File: src/hdl/wsv_pkg.sv
package wsv_pkg;
  // ***********************************************
  // register map (byte addresses, one word each)
  // ***********************************************
  localparam logic [7:0] ADDR_MODE = 8'h00;
  localparam logic [7:0] ADDR_TIMEOUT = 8'h04;
  localparam logic [7:0] ADDR_FEED = 8'h08;
  localparam logic [7:0] ADDR_COUNT = 8'h0C;
  localparam logic [7:0] ADDR_WARN = 8'h10;
  localparam logic [7:0] ADDR_WINDOW = 8'h14;
  localparam logic [7:0] ADDR_STATUS = 8'h18;
  localparam logic [7:0] ADDR_MASK = 8'h1C;
  localparam logic [7:0] ADDR_RSTFLAG = 8'h20;

  // ***********************************************
  // field positions
  // ***********************************************
  localparam int MODE_EN_BIT = 0;
  localparam int MODE_RST_BIT = 1;
  localparam int ST_TIMEOUT_BIT = 0;
  localparam int ST_WARN_BIT = 1;
  localparam int ST_FEEDERR_BIT = 2;
  localparam int ST_WINERR_BIT = 3;
  localparam int ST_WIDTH = 4;

  // ***********************************************
  // reset values, keys, timing
  // ***********************************************
  localparam int CNT_WIDTH = 24;
  localparam logic [23:0] TIMEOUT_MIN = 24'h0000FF;
  localparam logic [23:0] TIMEOUT_RST = 24'hFFFFFF;
  localparam logic [23:0] WARN_RST = 24'h000000;
  localparam logic [23:0] WINDOW_RST = 24'hFFFFFF;
  localparam logic [7:0] FEED_KEY1 = 8'hAA;
  localparam logic [7:0] FEED_KEY2 = 8'h55;
  localparam int PRESCALE_DIV = 4;
  localparam int RC_OSC_FREQ_HZ = 12000000;
  localparam logic [1:0] RESP_OKAY = 2'b00;
  localparam logic [1:0] RESP_SLVERR = 2'b10;

  // feed sequencer states
  typedef enum logic [1:0] {
    FEED_IDLE = 2'b01,
    FEED_ARMED = 2'b10
  } wsv_feed_e;

  // one captured write request
  typedef struct packed {
    logic [7:0] addr;
    logic [31:0] data;
    logic [3:0] strb;
  } wsv_wr_s;

  // software-owned control fields
  typedef struct packed {
    logic en;
    logic rst_en;
    logic [23:0] timeout;
    logic [23:0] warn;
    logic [23:0] window;
  } wsv_ctrl_s;
endpackage : wsv_pkg

File: src/hdl/wsv_windowed_supervisor.sv
// The implementer's own choices: the register addresses and the AXI4-Lite register port.
`timescale 1ns/1ps
module wsv_windowed_supervisor (
  // clock and resets
  input wire logic aclk,
  input wire logic aresetn,
  input wire logic por_n,
  // internal rc oscillator, nominal 12 MHz
  input wire logic internal_rc_oscillator,
  // axi4-lite write address
  input wire logic [7:0] s_axi_awaddr,
  input wire logic [2:0] s_axi_awprot,
  input wire logic s_axi_awvalid,
  output logic s_axi_awready,
  // axi4-lite write data
  input wire logic [31:0] s_axi_wdata,
  input wire logic [3:0] s_axi_wstrb,
  input wire logic s_axi_wvalid,
  output logic s_axi_wready,
  // axi4-lite write response
  output logic [1:0] s_axi_bresp,
  output logic s_axi_bvalid,
  input wire logic s_axi_bready,
  // axi4-lite read address
  input wire logic [7:0] s_axi_araddr,
  input wire logic [2:0] s_axi_arprot,
  input wire logic s_axi_arvalid,
  output logic s_axi_arready,
  // axi4-lite read data
  output logic [31:0] s_axi_rdata,
  output logic [1:0] s_axi_rresp,
  output logic s_axi_rvalid,
  input wire logic s_axi_rready,
  // system outputs
  output logic chip_reset_req,
  output logic irq
);
  // ***********************************************
  // state
  // ***********************************************
  wsv_pkg::wsv_wr_s wr_r;
  logic aw_have_r, w_have_r;
  logic bvalid_r, rvalid_r;
  logic [1:0] bresp_r, rresp_r;
  logic [31:0] rdata_r;
  wsv_pkg::wsv_ctrl_s ctrl_r;
  logic [23:0] cnt_r;
  logic [wsv_pkg::ST_WIDTH-1:0] status_r, mask_r;
  logic rstflag_r;
  logic chip_reset_r, irq_r;
  wsv_pkg::wsv_feed_e feed_r;

  logic wr_fire, rd_fire, tick;
  logic feed_wr, other_acc, good_feed, feed_err, win_err, timeout_ev, warn_ev, fault;
  logic wr_mapped, rd_mapped;
  logic [31:0] rd_mux, wr_val;
  logic [31:0] warn_m, win_m;
  logic [wsv_pkg::ST_WIDTH-1:0] st_set;
  logic [23:0] tc_wr;

  // merge byte lanes of a write into the old value
  function automatic logic [31:0] merge(input logic [31:0] old, input logic [31:0] nw, input logic [3:0] strb);
    logic [31:0] res;
    res = old;
    for (int i = 0; i < 4; i++) begin
      if (strb[i]) begin
        res[i*8 +: 8] = nw[i*8 +: 8];
      end
    end
    return res;
  endfunction : merge

  // ***********************************************
  // axi4-lite slave
  // ***********************************************
  // address and data are held until both are here; only one write in flight
  assign s_axi_awready = ~aw_have_r & ~bvalid_r;
  assign s_axi_wready = ~w_have_r & ~bvalid_r;
  assign s_axi_bvalid = bvalid_r;
  assign s_axi_bresp = bresp_r;
  assign s_axi_arready = ~rvalid_r;
  assign s_axi_rvalid = rvalid_r;
  assign s_axi_rdata = rdata_r;
  assign s_axi_rresp = rresp_r;
  assign wr_fire = aw_have_r & w_have_r & ~bvalid_r;
  assign rd_fire = s_axi_arvalid & ~rvalid_r;

  // write channel capture and response
  always_ff @(posedge aclk) begin
    if (!aresetn) begin
      wr_r <= '0;
      aw_have_r <= 1'b0;
      w_have_r <= 1'b0;
      bvalid_r <= 1'b0;
      bresp_r <= wsv_pkg::RESP_OKAY;
    end else begin
      if (s_axi_awvalid && s_axi_awready) begin
        wr_r.addr <= s_axi_awaddr;
        aw_have_r <= 1'b1;
      end
      if (s_axi_wvalid && s_axi_wready) begin
        wr_r.data <= s_axi_wdata;
        wr_r.strb <= s_axi_wstrb;
        w_have_r <= 1'b1;
      end
      if (wr_fire) begin
        aw_have_r <= 1'b0;
        w_have_r <= 1'b0;
        bvalid_r <= 1'b1;
        bresp_r <= wr_mapped ? wsv_pkg::RESP_OKAY : wsv_pkg::RESP_SLVERR;
      end else if (s_axi_bready) begin
        bvalid_r <= 1'b0;
      end
    end
  end

  // decode of writable words; count is read-only and answers slverr on write
  always_comb begin
    unique case (wr_r.addr)
      wsv_pkg::ADDR_MODE, wsv_pkg::ADDR_TIMEOUT, wsv_pkg::ADDR_FEED, wsv_pkg::ADDR_WARN,
      wsv_pkg::ADDR_WINDOW, wsv_pkg::ADDR_STATUS, wsv_pkg::ADDR_MASK, wsv_pkg::ADDR_RSTFLAG: wr_mapped = 1'b1;
      default: wr_mapped = 1'b0;
    endcase
  end

  // read mux
  always_comb begin
    rd_mux = 32'h00000000;
    rd_mapped = 1'b1;
    unique case (s_axi_araddr)
      wsv_pkg::ADDR_MODE: rd_mux = {30'h00000000, ctrl_r.rst_en, ctrl_r.en};
      wsv_pkg::ADDR_TIMEOUT: rd_mux = {8'h00, ctrl_r.timeout};
      wsv_pkg::ADDR_FEED: rd_mux = 32'h00000000;
      wsv_pkg::ADDR_COUNT: rd_mux = {8'h00, cnt_r};
      wsv_pkg::ADDR_WARN: rd_mux = {8'h00, ctrl_r.warn};
      wsv_pkg::ADDR_WINDOW: rd_mux = {8'h00, ctrl_r.window};
      wsv_pkg::ADDR_STATUS: rd_mux = {28'h0000000, status_r};
      wsv_pkg::ADDR_MASK: rd_mux = {28'h0000000, mask_r};
      wsv_pkg::ADDR_RSTFLAG: rd_mux = {31'h00000000, rstflag_r};
      default: rd_mapped = 1'b0;
    endcase
  end

  // read channel
  always_ff @(posedge aclk) begin
    if (!aresetn) begin
      rvalid_r <= 1'b0;
      rdata_r <= 32'h00000000;
      rresp_r <= wsv_pkg::RESP_OKAY;
    end else if (rd_fire) begin
      rvalid_r <= 1'b1;
      rdata_r <= rd_mux;
      rresp_r <= rd_mapped ? wsv_pkg::RESP_OKAY : wsv_pkg::RESP_SLVERR;
    end else if (s_axi_rready) begin
      rvalid_r <= 1'b0;
    end
  end

  // ***********************************************
  // feed sequencer
  // ***********************************************
  assign wr_val = merge(32'h00000000, wr_r.data, wr_r.strb);
  assign feed_wr = wr_fire & (wr_r.addr == wsv_pkg::ADDR_FEED);
  // any other access between the two keys breaks the sequence
  assign other_acc = (wr_fire & ~feed_wr) | rd_fire;
  assign good_feed = feed_wr & (feed_r == wsv_pkg::FEED_ARMED) & (wr_val[7:0] == wsv_pkg::FEED_KEY2);
  assign feed_err = ctrl_r.en & ((feed_wr & ~good_feed & ~((feed_r == wsv_pkg::FEED_IDLE) &
                    (wr_val[7:0] == wsv_pkg::FEED_KEY1))) | ((feed_r == wsv_pkg::FEED_ARMED) & other_acc));
  // window open only once the count has fallen to the window value
  assign win_err = ctrl_r.en & good_feed & (cnt_r > ctrl_r.window);

  // sequencer steps on every feed write
  always_ff @(posedge aclk) begin
    if (!aresetn) begin
      feed_r <= wsv_pkg::FEED_IDLE;
    end else if (feed_wr && feed_r == wsv_pkg::FEED_IDLE && wr_val[7:0] == wsv_pkg::FEED_KEY1) begin
      feed_r <= wsv_pkg::FEED_ARMED;
    end else if (feed_wr || other_acc) begin
      feed_r <= wsv_pkg::FEED_IDLE;
    end
  end

  // ***********************************************
  // counter and events
  // ***********************************************
  wsv_prescaler #(
    .DIV(wsv_pkg::PRESCALE_DIV)
  ) u_prescaler (
    .aclk(aclk),
    .aresetn(aresetn),
    .rc_osc_clk(internal_rc_oscillator),
    .run(ctrl_r.en),
    .tick(tick)
  );

  assign timeout_ev = ctrl_r.en & tick & (cnt_r == 24'h000000);
  assign warn_ev = ctrl_r.en & tick & (cnt_r == ctrl_r.warn);
  assign fault = timeout_ev | feed_err | win_err;
  assign tc_wr = (wr_val[23:0] < wsv_pkg::TIMEOUT_MIN) ? wsv_pkg::TIMEOUT_MIN : wr_val[23:0];
  // byte-lane merges of the 24-bit fields; the top byte is dropped on purpose
  assign warn_m = merge({8'h00, ctrl_r.warn}, wr_r.data, wr_r.strb);
  assign win_m = merge({8'h00, ctrl_r.window}, wr_r.data, wr_r.strb);

  // down counter, reloaded on a good feed or on enabling
  always_ff @(posedge aclk) begin
    if (!aresetn) begin
      cnt_r <= wsv_pkg::TIMEOUT_RST;
    end else if ((good_feed && !win_err) || !ctrl_r.en) begin
      cnt_r <= ctrl_r.timeout;
    end else if (tick && cnt_r != 24'h000000) begin
      cnt_r <= cnt_r - 24'h000001;
    end
  end

  // control fields; enable is set-only and dropped by a fault
  always_ff @(posedge aclk) begin
    if (!aresetn) begin
      ctrl_r.en <= 1'b0;
      ctrl_r.rst_en <= 1'b0;
      ctrl_r.timeout <= wsv_pkg::TIMEOUT_RST;
      ctrl_r.warn <= wsv_pkg::WARN_RST;
      ctrl_r.window <= wsv_pkg::WINDOW_RST;
    end else begin
      if (fault) begin
        ctrl_r.en <= 1'b0;
      end else if (wr_fire && wr_r.addr == wsv_pkg::ADDR_MODE && wr_val[wsv_pkg::MODE_EN_BIT]) begin
        ctrl_r.en <= 1'b1;
      end
      if (wr_fire && wr_r.addr == wsv_pkg::ADDR_MODE && wr_r.strb[0]) begin
        ctrl_r.rst_en <= wr_val[wsv_pkg::MODE_RST_BIT];
      end
      if (wr_fire && wr_r.addr == wsv_pkg::ADDR_TIMEOUT) begin
        ctrl_r.timeout <= tc_wr;
      end
      if (wr_fire && wr_r.addr == wsv_pkg::ADDR_WARN) begin
        ctrl_r.warn <= warn_m[23:0];
      end
      if (wr_fire && wr_r.addr == wsv_pkg::ADDR_WINDOW) begin
        ctrl_r.window <= win_m[23:0];
      end
    end
  end

  // ***********************************************
  // status, mask, interrupt, reset request
  // ***********************************************
  always_comb begin
    st_set = '0;
    st_set[wsv_pkg::ST_TIMEOUT_BIT] = timeout_ev;
    st_set[wsv_pkg::ST_WARN_BIT] = warn_ev;
    st_set[wsv_pkg::ST_FEEDERR_BIT] = feed_err;
    st_set[wsv_pkg::ST_WINERR_BIT] = win_err;
  end

  // sticky status, write one to clear; a set in the same cycle wins
  always_ff @(posedge aclk) begin
    if (!aresetn) begin
      status_r <= '0;
    end else if (wr_fire && wr_r.addr == wsv_pkg::ADDR_STATUS) begin
      status_r <= (status_r & ~wr_val[wsv_pkg::ST_WIDTH-1:0]) | st_set;
    end else begin
      status_r <= status_r | st_set;
    end
  end

  // mask register
  always_ff @(posedge aclk) begin
    if (!aresetn) begin
      mask_r <= '0;
    end else if (wr_fire && wr_r.addr == wsv_pkg::ADDR_MASK && wr_r.strb[0]) begin
      mask_r <= wr_r.data[wsv_pkg::ST_WIDTH-1:0];
    end
  end

  // level interrupt from masked status
  always_ff @(posedge aclk) begin
    if (!aresetn) begin
      irq_r <= 1'b0;
    end else begin
      irq_r <= |(status_r & mask_r);
    end
  end

  // one-cycle request to the chip reset generator
  always_ff @(posedge aclk) begin
    if (!aresetn) begin
      chip_reset_r <= 1'b0;
    end else begin
      chip_reset_r <= fault & ctrl_r.rst_en;
    end
  end

  // cleared by power-on or by a write of one, not by aresetn, so software can see the cause after aresetn
  always_ff @(posedge aclk) begin
    if (!por_n) begin
      rstflag_r <= 1'b0;
    end else if (fault && ctrl_r.rst_en) begin
      rstflag_r <= 1'b1;
    end else if (wr_fire && wr_r.addr == wsv_pkg::ADDR_RSTFLAG && wr_val[0]) begin
      rstflag_r <= 1'b0;
    end
  end

  assign chip_reset_req = chip_reset_r;
  assign irq = irq_r;
endmodule : wsv_windowed_supervisor

File: src/hdl/wsv_prescaler.sv
`timescale 1ns/1ps
module wsv_prescaler #(
  parameter int DIV = wsv_pkg::PRESCALE_DIV
) (
  // clock and reset
  input wire logic aclk,
  input wire logic aresetn,
  // oscillator level, sampled on aclk
  input wire logic rc_osc_clk,
  input wire logic run,
  // one pulse per DIV oscillator periods
  output logic tick
);
  localparam int CW = $clog2(DIV);
  localparam logic [CW-1:0] LAST = CW'(DIV - 1);

  logic prev_r;
  logic [CW-1:0] div_r;
  logic rise;

  // the oscillator is far below aclk, so an edge detector is enough
  assign rise = rc_osc_clk & ~prev_r;
  assign tick = run & rise & (div_r == LAST);

  // edge history
  always_ff @(posedge aclk) begin
    if (!aresetn) begin
      prev_r <= 1'b0;
    end else begin
      prev_r <= rc_osc_clk;
    end
  end

  // divider restarts when stopped so the first step after enabling is a full one; a feed reload does not restart it
  always_ff @(posedge aclk) begin
    if (!aresetn || !run) begin
      div_r <= '0;
    end else if (rise) begin
      div_r <= (div_r == LAST) ? '0 : div_r + CW'(1);
    end
  end
endmodule : wsv_prescaler

File: config.mk
export PLATFORM = sky130hd
export DESIGN_NAME = wsv_windowed_supervisor
export DESIGN_NICKNAME = d
export VERILOG_FILES = /design/src/hdl/wsv_pkg.sv /design/src/hdl/wsv_windowed_supervisor.sv /design/src/hdl/wsv_prescaler.sv
export SDC_FILE = /design/constraint.sdc
export NUM_CORES = 1
export LEC_CHECK = 0
export BUFFER_PORTS_ARGS = -buffer_cell sky130_fd_sc_hd__buf_2
export CORE_UTILIZATION = 63
export DETAILED_ROUTE_END_ITERATION = 10
export PLACE_DENSITY = 0.85
export SLEW_MARGIN = 20
export SYNTH_ARGS = -nofsm -noshare
export SYNTH_HDL_FRONTEND = slang
export SYNTH_SLANG_ARGS = --single-unit
File: constraint.sdc
create_clock -name aclk -period 6.9 [get_ports aclk]
set_input_delay 0.345 -clock aclk [delete_from_list [all_inputs] [get_ports aclk]]
set_output_delay 0.345 -clock aclk [all_outputs]
set_load 0.005 [all_outputs]
==> flow_summary.yaml <==
synthesis:
  seq_area_frac_synth: 0.383
  yosys.area.top_type: "dfxtp_1"
  synth.distinct_cells: 68
  synthAdderAreaFrac: 0.0348
  synth.area.top_cells: "dfxtp_1, nand2_1, nand3_1"
  synthDominantCellAreaShare: 0.383
  synth_xor_area_frac: 0.0365
  synthCells: 1154
  synthFlopType: "dfxtp_1"
  synth-compound-area-share: 0.153
  avgSynthCellArea_sq_um: 8.10
  async_flop_share: 0
  netlist_area_sq_um: 9350
  synth_top_family_by_area: "simple AND/OR/NAND/NOR gates"
  synth-edff-count: 0
  synth_mux_area_frac: 0.0698
  ys_warn_count: 0
  ys_seq_elements: 179
  synth-simple-area-share: 0.262
grt:
  antenna_found_initial: 0
  grt_use_total: 0.326
  grt_max_degree: 72
  grt_pass1_wl_um: 38200
  grt_overflow: 0
  grt_pass1_vias: 7327
timing:
  worst_slew_pin_slew_ps: 955
  rsz0062_at_grt: "false"
  max_slew_margin: 0.361
  setup-violations-final: 0
  finalSetupTns_ps: 0
  fin_crit_ps: 3010
  slew_violations: 0
  hold_viol: 0
  fmax_ghz: 0.333
  fin_skew_ps: 6.10
  fin_crit_sh: 0.436
cts:
  clockRootBuffer: "clkbuf_16"
  cts-resized-gates: 0
  htreeDepth: 4
  clkSlewWorstSetupHoldPaths_ps: 70
  cts_tree: "done"
  cts_made_buffers: 17
  postCtsSetupBuffers: 0
  insertion_delay_ps: 440
  cts_buffer_depth: 2
  cts_sinks: 179
  postCtsHoldBufs: 0
power:
  power_density_nw_per_um2: 218
  ir_drop_mv: 0.180
  p_total_mw: 2.24
  leakagePower_nw: 4.20
setup_path:
  cp-start-kind: "flip-flop"
  cp-end-kind: "flip-flop"
  cp_slowest_cell: "dfxtp_1"
  path_cells: "ha_1 -> a21oi_1 -> o21ai_0 -> a22o_1 -> a2111oi_2 -> a31o_1 -> buf_4 -> mux2_2"
  crit_path_end: "cnt_r[13]"
  worstSetupPathType: "flip-flop to flip-flop"
  worstPathRequired_ps: 7230
  cp.arrival_ps: 3330
  r2r_start: "cnt_r[11]"
  max_stage_delay_ps: 540
  crit_start: "cnt_r[11]"
  r2r_cells: 8
  r2r_end: "cnt_r[13]"
  crit_path_max_fanout: 24
  rrSetupSlack_ps: 3890
flow_run:
  drv_cap: 0
drt:
  drc: 0
  dr.pass1.iters: 6
  drt_wl_total_um: 24700
  wl_per_cell_um: 17.9
  vias_per_cell: 6.25
  first_iter_violations: 1201
  postRouteAntennaNets: 0
  vias: 8611
layout:
  antenna-diode-count: 0
  syn2layout_area_growth_pct: 9.85
  final_cell_area_sq_um: 10300
  instances_no_fill: 1377
  fin_nets: 1273
  drive_gt1_frac: 0.145
  num-fill-cells: 1217
placed_design:
  dpl_cell_area_sq_um: 9660
  dp_cells: 1345
  dp_hpwl_um: 16800
  gp_congestion: 0.951
  port_buffers: 84
floorplanning:
  fp.coreArea_sq_um: 14500
  initial_utilization: 0.643
  placementRows: 44
  die_area_sq_um: 15300
  die_height_um: 124
  die_width_um: 124
  ioPinCount: 110
outcome:
  status: "completed"
worst_hold_path:
  hp-class: "input port to flip-flop"
## power breakdown
group | total (mW) | switching [mW] | internal, mW
clock | 1.01 | 0.426 | 0.585
sequential | 1.09 | 0.0338 | 1.05
combinational | 0.140 | 0.0913 | 0.0491
total | 2.24 | 0.551 | 1.69
## routing by layer
layer,track usage,vias to the layer above,part of all wire
met5,0,-,0
met4,0.0986,0,0.016
met3,0.0522,42,0.091
met2,0.479,450,0.44
met1,0.485,4014,0.45
li1,-,4105,-
## layout make-up
cell class / count / area (sq um) / share of cell area
clock inverter: 13 / 171 / 0.0167
clock buffer: 19 / 443 / 0.0431
timing repair buffer: 92 / 480 / 0.0468
sequential: 179 / 3580 / 0.349
inverter: 32 / 120 / 0.0117
tap: 184 / 230 / 0.0224
multi-input combinational: 858 / 5240 / 0.510
## worst max-delay path, delay by kind of cell (launching register included)
| kind | cells | cell delay, ps |
|---|---|---|
| compound gates | 5 | 1280 |
| flops | 1 | 540 |
| mux | 1 | 380 |
| fa+ha+maj | 1 | 340 |
| buf+inv | 1 | 330 |
## synth_stat cells, drive strengths merged, types with 20 or more instances
library cell / count
nand3: 117
mux2: 43
dfxtp: 179
xnor2: 23
clkbuf: 63
nand2: 192
o2bb2ai: 20
a22oi: 45
nor2: 69
nand2b: 28
inv: 32
a21oi: 91
nor3: 24
buf: 31
o21ai: 26
ha: 26
## logic make-up after synthesis
family | Yosys count
xor gates and xnor gates | 39
other | 1
DFF | 179
adders and majority gates | 26
and+or+nand+nor | 503
muxes | 57
AOI/OAI and AO/OA | 223
buffers and inverters | 126
## placed cells by master, fill, tap and decap left out, types with 25 or more instances in the layout
cell type,netlist,routed
nand2_1,192,192
dfxtp_1,179,179
nand3_1,117,117
a21oi_1,91,91
buf_2,10,84
nor2_1,69,68
a22oi_1,45,45
inv_1,32,31
nand2b_1,28,28
mux2_2,28,28
ha_1,26,26
o21ai_0,25,25
## through the flow
step	utilization	hold WS [ps]	setup WS, ps
after floorplan	-	435	4450
after global placement	0.664	447	4020
after detailed placement	0.665	455	3980
after CTS	0.707	77.4	3960
after global routing	0.707	82.8	3770
final	0.707	83.4	3890
## registers in the layout (all words and copies together), names as in the netlist, 2 cells and up
signal,flops
feed_r,2
ctrl_r,74
mask_r,4
wr_r,35
u_prescaler.div_r,2
cnt_r,24
s_axi_rdata,24
status_r,4
## worst min path at each step
stage / start / end / slack [ps] / cells past startpoint
6_report: s_axi_rready / s_axi_rvalid / 80 / 2
5_1_grt: s_axi_rready / s_axi_rvalid / 80 / 2
4_1_cts: s_axi_rready / s_axi_rvalid / 80 / 2
3_5_place_dp: s_axi_rdata[3] / s_axi_rdata[3] / 450 / 2
3_3_place_gp: s_axi_rdata[3] / s_axi_rdata[3] / 450 / 2
2_1_floorplan: ctrl_r[72] / chip_reset_req / 430 / 2
(Power assumes the default switching activity.)
